$ cat src/core/anpg_consts.svh
// offsets, field positions, reset values and timing counts of the partner page block
// assumes inclusion by bare name from the core files
`ifndef ANPG_CONSTS_SVH
`define ANPG_CONSTS_SVH
// ==========================================
// device selects and register offsets
`define ANPG_DEV_AN 5'h07
`define ANPG_DEV_VS 5'h1E
`define ANPG_ADR_GCTL 16'h0000
`define ANPG_ADR_LP0 16'h0019
`define ANPG_ADR_LP1 16'h001A
`define ANPG_ADR_LP2 16'h001B
`define ANPG_ADR_BPST 16'h0030
// ==========================================
// field positions and reset values
`define ANPG_GCTL_RESET 16'h0020
`define ANPG_GCTL_RST_BIT 15
`define ANPG_GCTL_GW_BIT 11
`define ANPG_BPST_FEC_BIT 4
`define ANPG_BPST_KR_BIT 3
`define ANPG_BPST_KX_BIT 1
`define ANPG_BPST_ABIL_BIT 0
// ==========================================
// frame timing and opcodes
`define ANPG_PREAMBLE_BITS 6'h20
`define ANPG_HDR_LAST 6'h0C
`define ANPG_DATA_LAST 6'h0F
`define ANPG_OP_C22_RD 2'h2
`define ANPG_OP_WR 2'h1
`define ANPG_OP_C45_ADR 2'h0
`define ANPG_OP_C45_RDINC 2'h2
`endif

$ cat src/core/anpg_pkg.sv
// types shared by the partner page block
// assumes nothing beyond a SystemVerilog compiler
package anpg_pkg;
  // ==========================================
  // serial frame engine states
  typedef enum logic [3:0] {
    ST_IDLE = 4'b0001,
    ST_HDR = 4'b0010,
    ST_TA = 4'b0100,
    ST_DATA = 4'b1000
  } anpg_state_e;
  typedef logic [15:0] anpg_word_t;
endpackage : anpg_pkg

$ cat src/core/anpg_mgmt_if.sv
// request and answer signals between the frame engine and the register bank
// assumes one clock; pulses last one cycle
`timescale 1ns/100ps
`default_nettype none
interface anpg_mgmt_if;
  logic rd_req;
  logic wr_req;
  logic adr_req;
  logic c22;
  logic [1:0] op;
  logic [4:0] prtad;
  logic [4:0] devad;
  anpg_pkg::anpg_word_t wdata;
  anpg_pkg::anpg_word_t rdata;
  modport frame (output rd_req, wr_req, adr_req, c22, op, prtad, devad, wdata, input rdata);
  modport regs (input rd_req, wr_req, adr_req, c22, op, prtad, devad, wdata, output rdata);
endinterface : anpg_mgmt_if
`default_nettype wire

$ cat src/core/anpg_top.sv
// partner next page capture, backplane status and shared global control,
// reached over the serial management pins
// assumes synchronous MDC/MDIO inputs and page strobes from the negotiation logic
`timescale 1ns/100ps
`default_nettype none
`include "anpg_consts.svh"
module anpg_top #(
  parameter int CHANNELS = 4,
  parameter logic [2:0] PORT_BASE = 3'h0
) (
  input wire logic MCLK_IN,
  input wire logic RST_N_IN,
  input wire logic MDC_IN,
  input wire logic MDIO_IN,
  output logic MDIO_OUT,
  output logic MDIO_OE_OUT,
  input wire logic [CHANNELS*48-1:0] PAGE_WORD_IN,
  input wire logic [CHANNELS-1:0] PAGE_VALID_IN,
  input wire logic [CHANNELS-1:0] RESOLVED_KR_FEC_IN,
  input wire logic [CHANNELS-1:0] RESOLVED_KR_10G_IN,
  input wire logic [CHANNELS-1:0] RESOLVED_KX_1G_IN,
  output logic DATAPATH_RST_OUT,
  output logic [CHANNELS-1:0] CHAN_WR_STROBE_OUT,
  output logic [15:0] CHAN_WR_ADDR_OUT,
  output logic [15:0] CHAN_WR_DATA_OUT
);
  // ==========================================
  // reset release and MDC edge
  logic rst_meta_r;
  logic rst_n;
  logic mdc_d_r;
  logic mdc_rise;
  logic soft_clr;
  always_ff @(posedge MCLK_IN or negedge RST_N_IN) begin
    if (!RST_N_IN) begin
      rst_meta_r <= 1'b0;
      rst_n <= 1'b0;
    end else begin
      rst_meta_r <= 1'b1;
      rst_n <= rst_meta_r;
    end
  end
  always_ff @(posedge MCLK_IN or negedge rst_n) begin
    if (!rst_n) mdc_d_r <= 1'b0;
    else mdc_d_r <= MDC_IN;
  end
  assign mdc_rise = MDC_IN && !mdc_d_r;
  // ==========================================
  // frame engine
  anpg_mgmt_if mif ();
  anpg_mdio_frame #(
    .PORT_BASE(PORT_BASE)
  ) anpg_mdio_frame_i (
    .clk_in(MCLK_IN),
    .rst_n_in(rst_n),
    .mdc_rise_in(mdc_rise),
    .mdio_in(MDIO_IN),
    .mdio_out(MDIO_OUT),
    .mdio_oe_out(MDIO_OE_OUT),
    .mif(mif)
  );
  // ==========================================
  // storage
  logic [15:0] gctl_r;
  logic [47:0] page_r [CHANNELS];
  logic [31:0] snap_r [CHANNELS];
  logic [15:0] adr_an_r [CHANNELS];
  logic [15:0] adr_vs_r [CHANNELS];
  logic [CHANNELS-1:0] fec_r;
  logic [CHANNELS-1:0] kr_r;
  logic [CHANNELS-1:0] kx_r;
  logic [1:0] ch;
  logic [4:0] eff_dev;
  logic [15:0] eff_adr;
  logic gw;
  logic rd_lp0;
  logic wr_gctl;
  logic wr_chan;
  assign ch = mif.prtad[1:0];
  assign gw = gctl_r[`ANPG_GCTL_GW_BIT];
  // self-clear lands on the first MDC rise after the write
  assign soft_clr = gctl_r[`ANPG_GCTL_RST_BIT] && mdc_rise;
  // ==========================================
  // address decode
  function automatic logic reg_hit(input logic [4:0] dev, input logic [15:0] adr,
                                   input logic [4:0] want_dev, input logic [15:0] want_adr);
    reg_hit = (dev == want_dev) && (adr == want_adr);
  endfunction : reg_hit
  always_comb begin
    if (mif.c22) begin
      eff_dev = `ANPG_DEV_VS;
      eff_adr = {11'h000, mif.devad};
    end else begin
      eff_dev = mif.devad;
      eff_adr = (mif.devad == `ANPG_DEV_VS) ? adr_vs_r[ch] : adr_an_r[ch];
    end
  end
  assign rd_lp0 = mif.rd_req && reg_hit(eff_dev, eff_adr, `ANPG_DEV_AN, `ANPG_ADR_LP0);
  assign wr_gctl = mif.wr_req && reg_hit(eff_dev, eff_adr, `ANPG_DEV_VS, `ANPG_ADR_GCTL);
  assign wr_chan = mif.wr_req && eff_dev == `ANPG_DEV_VS && !wr_gctl;
  // ==========================================
  // read data; unmapped locations read zero
  always_comb begin
    mif.rdata = 16'h0000;
    if (reg_hit(eff_dev, eff_adr, `ANPG_DEV_VS, `ANPG_ADR_GCTL)) begin
      mif.rdata = gctl_r;
    end else if (reg_hit(eff_dev, eff_adr, `ANPG_DEV_AN, `ANPG_ADR_LP0)) begin
      mif.rdata = page_r[ch][15:0];
    end else if (reg_hit(eff_dev, eff_adr, `ANPG_DEV_AN, `ANPG_ADR_LP1)) begin
      mif.rdata = snap_r[ch][15:0];
    end else if (reg_hit(eff_dev, eff_adr, `ANPG_DEV_AN, `ANPG_ADR_LP2)) begin
      mif.rdata = snap_r[ch][31:16];
    end else if (reg_hit(eff_dev, eff_adr, `ANPG_DEV_AN, `ANPG_ADR_BPST)) begin
      mif.rdata[`ANPG_BPST_FEC_BIT] = fec_r[ch];
      mif.rdata[`ANPG_BPST_KR_BIT] = kr_r[ch];
      mif.rdata[`ANPG_BPST_KX_BIT] = kx_r[ch];
      mif.rdata[`ANPG_BPST_ABIL_BIT] = 1'b1;
    end
  end
  // ==========================================
  // global control, shared by all channels
  always_ff @(posedge MCLK_IN or negedge rst_n) begin
    if (!rst_n) begin
      gctl_r <= `ANPG_GCTL_RESET;
    end else if (wr_gctl) begin
      gctl_r <= mif.wdata;
    end else if (soft_clr) begin
      gctl_r <= `ANPG_GCTL_RESET;
    end
  end
  always_ff @(posedge MCLK_IN or negedge rst_n) begin
    if (!rst_n) DATAPATH_RST_OUT <= 1'b1;
    else DATAPATH_RST_OUT <= gctl_r[`ANPG_GCTL_RST_BIT];
  end
  // ==========================================
  // partner page capture and snapshot
  always_ff @(posedge MCLK_IN or negedge rst_n) begin
    if (!rst_n) begin
      for (int i = 0; i < CHANNELS; i++) page_r[i] <= 48'h0000_0000_0000;
    end else if (soft_clr) begin
      for (int i = 0; i < CHANNELS; i++) page_r[i] <= 48'h0000_0000_0000;
    end else begin
      for (int i = 0; i < CHANNELS; i++) begin
        if (PAGE_VALID_IN[i]) page_r[i] <= PAGE_WORD_IN[i*48 +: 48];
      end
    end
  end
  // upper words freeze at the word0 read so a later page cannot tear them
  always_ff @(posedge MCLK_IN or negedge rst_n) begin
    if (!rst_n) begin
      for (int i = 0; i < CHANNELS; i++) snap_r[i] <= 32'h0000_0000;
    end else if (soft_clr) begin
      for (int i = 0; i < CHANNELS; i++) snap_r[i] <= 32'h0000_0000;
    end else if (rd_lp0) begin
      snap_r[ch] <= page_r[ch][47:16];
    end
  end
  // ==========================================
  // clause 45 address pointers, per channel and device
  always_ff @(posedge MCLK_IN or negedge rst_n) begin
    if (!rst_n) begin
      for (int i = 0; i < CHANNELS; i++) begin
        adr_an_r[i] <= 16'h0000;
        adr_vs_r[i] <= 16'h0000;
      end
    end else if (soft_clr) begin
      for (int i = 0; i < CHANNELS; i++) begin
        adr_an_r[i] <= 16'h0000;
        adr_vs_r[i] <= 16'h0000;
      end
    end else if (mif.adr_req) begin
      if (mif.devad == `ANPG_DEV_AN) adr_an_r[ch] <= mif.wdata;
      if (mif.devad == `ANPG_DEV_VS) adr_vs_r[ch] <= mif.wdata;
    end else if (mif.rd_req && !mif.c22 && mif.op == `ANPG_OP_C45_RDINC) begin
      if (mif.devad == `ANPG_DEV_AN) adr_an_r[ch] <= adr_an_r[ch] + 16'h0001;
      if (mif.devad == `ANPG_DEV_VS) adr_vs_r[ch] <= adr_vs_r[ch] + 16'h0001;
    end
  end
  // ==========================================
  // resolved outcome follows the negotiation logic live
  always_ff @(posedge MCLK_IN or negedge rst_n) begin
    if (!rst_n) begin
      fec_r <= '0;
      kr_r <= '0;
      kx_r <= '0;
    end else begin
      fec_r <= RESOLVED_KR_FEC_IN;
      kr_r <= RESOLVED_KR_10G_IN;
      kx_r <= RESOLVED_KX_1G_IN;
    end
  end
  // ==========================================
  // channel control write fan-out
  always_ff @(posedge MCLK_IN or negedge rst_n) begin
    if (!rst_n) begin
      CHAN_WR_STROBE_OUT <= '0;
      CHAN_WR_ADDR_OUT <= 16'h0000;
      CHAN_WR_DATA_OUT <= 16'h0000;
    end else begin
      CHAN_WR_STROBE_OUT <= '0;
      if (wr_chan) begin
        CHAN_WR_STROBE_OUT <= gw ? '1 : CHANNELS'(1) << ch;
        CHAN_WR_ADDR_OUT <= eff_adr;
        CHAN_WR_DATA_OUT <= mif.wdata;
      end
    end
  end

  logic [31:0] cur_hi;
  logic [31:0] snap_sel;
  assign cur_hi = page_r[ch][47:16];
  assign snap_sel = snap_r[ch];

  // ==========================================
  // per channel storage checks; every channel, not only the addressed one
  for (genvar g = 0; g < CHANNELS; g++) begin : g_chan_chk

  end
endmodule : anpg_top
`default_nettype wire

$ cat src/core/anpg_mdio_frame.sv
// serial management frame engine: preamble, header, turnaround, data
// assumes MDC sampled as a plain input, at least four clocks per MDC period
`timescale 1ns/100ps
`default_nettype none
`include "anpg_consts.svh"
module anpg_mdio_frame #(
  parameter logic [2:0] PORT_BASE = 3'h0
) (
  input wire logic clk_in,
  input wire logic rst_n_in,
  input wire logic mdc_rise_in,
  input wire logic mdio_in,
  output logic mdio_out,
  output logic mdio_oe_out,
  anpg_mgmt_if.frame mif
);
  anpg_pkg::anpg_state_e state_r;
  logic [5:0] cnt_r;
  logic [11:0] hdr_r;
  logic [15:0] sh_r;
  logic rd_r;
  logic mine_r;
  logic [12:0] hdr_full;
  logic hdr_done;
  logic hdr_read;
  logic data_done;
  assign hdr_full = {hdr_r, mdio_in};
  assign hdr_done = mdc_rise_in && state_r == anpg_pkg::ST_HDR && cnt_r == `ANPG_HDR_LAST;
  assign data_done = mdc_rise_in && state_r == anpg_pkg::ST_DATA && cnt_r == `ANPG_DATA_LAST;
  assign hdr_read = hdr_full[12] ? (hdr_full[11:10] == `ANPG_OP_C22_RD) : hdr_full[11];
  // ==========================================
  // frame sequencing; one preamble per frame, no suppression
  always_ff @(posedge clk_in or negedge rst_n_in) begin
    if (!rst_n_in) begin
      state_r <= anpg_pkg::ST_IDLE;
      cnt_r <= 6'h00;
      hdr_r <= 12'h000;
      sh_r <= 16'h0000;
      mdio_out <= 1'b0;
      mdio_oe_out <= 1'b0;
    end else if (mif.rd_req) begin
      sh_r <= mif.rdata;
    end else if (mdc_rise_in) begin
      unique case (state_r)
        anpg_pkg::ST_IDLE: begin
          if (mdio_in) begin
            cnt_r <= (cnt_r == `ANPG_PREAMBLE_BITS) ? cnt_r : cnt_r + 6'h01;
          end else begin
            if (cnt_r == `ANPG_PREAMBLE_BITS) state_r <= anpg_pkg::ST_HDR;
            cnt_r <= 6'h00;
          end
        end
        anpg_pkg::ST_HDR: begin
          hdr_r <= hdr_full[11:0];
          cnt_r <= cnt_r + 6'h01;
          if (hdr_done) begin
            state_r <= anpg_pkg::ST_TA;
            cnt_r <= 6'h00;
          end
        end
        anpg_pkg::ST_TA: begin
          if (cnt_r == 6'h00) begin
            mdio_oe_out <= rd_r && mine_r;
            mdio_out <= 1'b0;
            cnt_r <= 6'h01;
          end else begin
            state_r <= anpg_pkg::ST_DATA;
            cnt_r <= 6'h00;
            mdio_out <= sh_r[15];
            sh_r <= {sh_r[14:0], mdio_in};
          end
        end
        anpg_pkg::ST_DATA: begin
          mdio_out <= sh_r[15];
          sh_r <= {sh_r[14:0], mdio_in};
          cnt_r <= cnt_r + 6'h01;
          if (data_done) begin
            mdio_oe_out <= 1'b0;
            state_r <= anpg_pkg::ST_IDLE;
            cnt_r <= 6'h00;
          end
        end
      endcase
    end
  end
  // ==========================================
  // header fields and request pulses
  always_ff @(posedge clk_in or negedge rst_n_in) begin
    if (!rst_n_in) begin
      {rd_r, mine_r, mif.c22, mif.op, mif.prtad, mif.devad} <= 15'h0000;
      {mif.rd_req, mif.wr_req, mif.adr_req} <= 3'h0;
      mif.wdata <= 16'h0000;
    end else begin
      mif.rd_req <= hdr_done && hdr_read && hdr_full[9:7] == PORT_BASE;
      mif.wr_req <= data_done && !rd_r && mine_r && mif.op == `ANPG_OP_WR;
      mif.adr_req <= data_done && !rd_r && mine_r && !mif.c22 && mif.op == `ANPG_OP_C45_ADR;
      if (data_done) mif.wdata <= {sh_r[14:0], mdio_in};
      if (hdr_done) begin
        rd_r <= hdr_read;
        mine_r <= hdr_full[9:7] == PORT_BASE;
        mif.c22 <= hdr_full[12];
        mif.op <= hdr_full[11:10];
        mif.prtad <= hdr_full[9:5];
        mif.devad <= hdr_full[4:0];
      end
    end
  end
endmodule : anpg_mdio_frame
`default_nettype wire

$ cat config.mk
export PLATFORM = sky130hd
export DESIGN_NAME = anpg_top
export DESIGN_NICKNAME = d
export VERILOG_FILES = /design/src/core/anpg_pkg.sv /design/src/core/anpg_mgmt_if.sv /design/src/core/anpg_top.sv /design/src/core/anpg_mdio_frame.sv
export VERILOG_INCLUDE_DIRS = /design/src /design/src/core
export SDC_FILE = /design/constraint.sdc
export NUM_CORES = 1
export LEC_CHECK = 0
export ABC_CLOCK_PERIOD_IN_PS = 17750
export CORE_MARGIN = 1.5
export CORE_UTILIZATION = 42
export CTS_CLUSTER_DIAMETER = 100
export DETAILED_ROUTE_END_ITERATION = 10
export DONT_BUFFER_PORTS = 1
export SYNTH_ARGS = -nofsm -noshare
export SYNTH_HDL_FRONTEND = slang
export SYNTH_HIERARCHICAL = 1
export SYNTH_SLANG_ARGS = --single-unit
$ cat constraint.sdc
create_clock -name MCLK_IN -period 17.75 [get_ports MCLK_IN]
set_clock_uncertainty 0.1 [all_clocks]
set_input_delay 1.775 -clock MCLK_IN [delete_from_list [all_inputs] [get_ports MCLK_IN]]
set_output_delay 1.775 -clock MCLK_IN [all_outputs]
set_load 0.01 [all_outputs]
==> key figures <==
Setup path
  • Worst-path fanout max: 71
  • Worst Setup Start Kind: flop
  • Critical path required time: 18.14 ns
  • Critical Path End Type: flop
  • Crit Path Class: reg -> reg
  • CP arrival: between 6 and 7 ns

Floorplan
  • DIE HEIGHT: roughly 260 um
  • # rows: just over 90
  • Starting Density: between 40% and 50%
  • Die width: about 260 um
  • Die area: ~66000 um2
  • Placeable Area: between 60000 and 70000 um2
  • I/O pin cnt: between 200 and 300

Global routing
  • Number of global-route vias before repair: a little under 20000
  • Initial antenna violation count: 0
  • Tot GR Track Use: around a quarter
  • First-pass GRT wire length: around 120 mm
  • Largest net degree at the start of global routing: about 130
  • GR Overflow Total: 0

Clock tree
  • Cts repair resizes: 0
  • Maximum root-to-sink buffer count: 3
  • Hold buffers post-CTS: 0
  • Clk sinks: around 590
  • TritonCTS clock tree: done
  • H-tree levels: 3
  • Root Driver: clkbuf_16
  • Clk_lat worst skew: just over 0.6 ns
  • Num CTS Buffers: between 60 and 70
  • CTS clk-pin slew, worst paths: 0.06 ns
  • Post-CTS Setup Repair Bufs: 0

Drt
  • Via count: between 15000 and 20000
  • DRC violations left: 0
  • Via/cell ratio: just under 6
  • WL/cell: 24.00 um
  • ANT nets after route: 0
  • Router iterations before antenna repair: 7
  • Drt total wl: between 70 and 80 mm
  • Routed wl met2: between 30 and 40 mm
  • Met3 Wirelength: between 5 and 6 mm
  • WL met1: 33.14 mm
  • Initial DRC count: between 1500 and 2000
  • DR top layer: met4

Timing
  • F_max: 0.1617 GHz
  • RSZ-0062 raised after global routing: false
  • Fin. Hold Viols: 0
  • Slew @ Worst Pin: 1.245 ns
  • Final TNS setup: 0 ns
  • Final setup fails: 0
  • Final worst path period share: between 30% and 40%
  • Slew Limit Headroom: between 15 and 20%
  • Max Slew Vio Count: 0
  • Min Tclk post-route: ~6.2 ns
  • Min Hold Slack: 0.1737 ns

Synthesis
  • Mapped Area: ~27000 um2
  • Syn. warnings: 6
  • Synth Area per Inst: 11.37 um2
  • Gate Count Post-Synth: around 2400
  • Mapped Nets: 2614

Power and ir drop
  • PD cells: a little over 100 nW/um2
  • Leakage: 13.35 nW
  • Max VDD drop: 0.07287 mV

Finish
  • N_diodes: 0
  • Fraction of layout cells with a size suffix above 1: around 14%
  • Fillers: just under 6000
  • Layout overhead on the synthesized area: 10.97%
  • Core Util, Final: a little under half
  • Final #Nets: approximately 2600

Worst hold path
  • Hold Path Class: reg -> async

Outcome
  • Outcome: completed

Place
  • Routability Congestion: between 0.8 and 0.9
  • Port bufs: 0
  • HPWL Detailed: 50.68 mm

Job
  • Max Cap Viol: 0
==> through the flow <==
stage	instances	power, W	cell area, um2	worst slack [ns]
2_1_floorplan	2398	0.001662	27280	0.08241
3_3_place_gp	3122	0.001712	27970	11.69
3_5_place_dp	3122	0.001723	27970	11.55
4_1_cts	3242	0.003163	30270	11.59
5_1_grt	3242	0.003257	30270	11.31
6_report	3242	0.003134	30270	11.56
==> sequential cells by signal, indices dropped and copies added (netlist names), 4 cells and up <==
register and count:
page_r 192, snap_r 128, adr_an_r 64, adr_vs_r 64, CHAN_WR_ADDR_OUT 16, CHAN_WR_DATA_OUT 16
anpg_mdio_frame_i/mif.wdata 16, anpg_mdio_frame_i/sh_r 16, gctl_r 16, anpg_mdio_frame_i/hdr_r 12, anpg_mdio_frame_i/cnt_r 6, anpg_mdio_frame_i/mif.devad 5
CHAN_WR_STROBE_OUT 4, anpg_mdio_frame_i/state_r 4, fec_r 4, kr_r 4, kx_r 4
==> cell usage in the layout (no fill, tap or decap), types with 10 or more instances in the layout <==
cell type  instances
mux2i_1          252
xnor2_1           12
xor2_1            14
a221o_1           22
clkbuf_8          14
o21ai_1          120
nor3_1            19
a21oi_1           32
o41ai_1           11
mux4_2            83
o21ai_0          105
dfrtp_1          581
inv_1             25
nor2_1           240
clkbuf_16         71
o31ai_1           18
and2_1            25
nand4_1           11
buf_4             28
nand2_1          310
a22o_1            59
clkbuf_1          13
mux2_2            84
mux2_1            15
nand3_1           55
nor2b_1           10
==> worst max-delay path, stage by stage, from the launching register on <==
cell and delay (ns):
dfrtp_4 0.75, buf_4 0.69, buf_4 0.84, mux4_2 0.45
nand3_1 0.16, a31oi_2 0.19, buf_4 0.34, nor3b_1 0.65
and2_1 0.57, nand3_2 0.81, o21ai_0 0.42
==> path summary, 6_finish.rpt <==
kind	start	to	slack, ns	depth (start not counted)
setup / recovery	anpg_mdio_frame_i/mif.prtad[1]	snap_r[96]	11.56	10
hold / removal	rst_n	page_r[116]	0.17	0
setup reg to reg	anpg_mdio_frame_i/mif.prtad[1]	snap_r[96]	11.56	10
hold reg to reg	rst_n	page_r[116]	0.17	0
max in group asynchronous	rst_n	page_r[145]	13.96	3
min in group MCLK_IN	rst_meta_r	rst_n	0.25	0
==> per-layer routing <==
metal  up-vias  global-route usage [%]
li1       8459                       -
met1      9705                   31.54
met2       696                   37.69
met3       136                   5.565
met4         0                   6.871
met5         -                       0
==> report_power, final <==
part / switching (W) / leakage [nW] / internal, W / total (W)
clock network: 0.000569 / 1.13 / 0.000867 / 0.00144
registers: 0.0000602 / 7.56 / 0.00141 / 0.00147
logic: 0.000130 / 4.66 / 0.0000984 / 0.000228
total: 0.000759 / 13.3 / 0.00237 / 0.00313
==> area by class of cell <==
type                            instances  area, um2  share of cell area, %
Tap cell                              855       1070                  3.534
Timing Repair Buffer                   29      230.2                 0.7606
Sequential cell                       587      14700                  48.58
Clock buffer                           98       2018                  6.668
Clock inverter                         22      277.8                 0.9177
Multi-Input combinational cell       1625      11870                  39.22
Inverter                               26      97.59                 0.3224
Note: power is estimated with default switching activity, not from simulation.
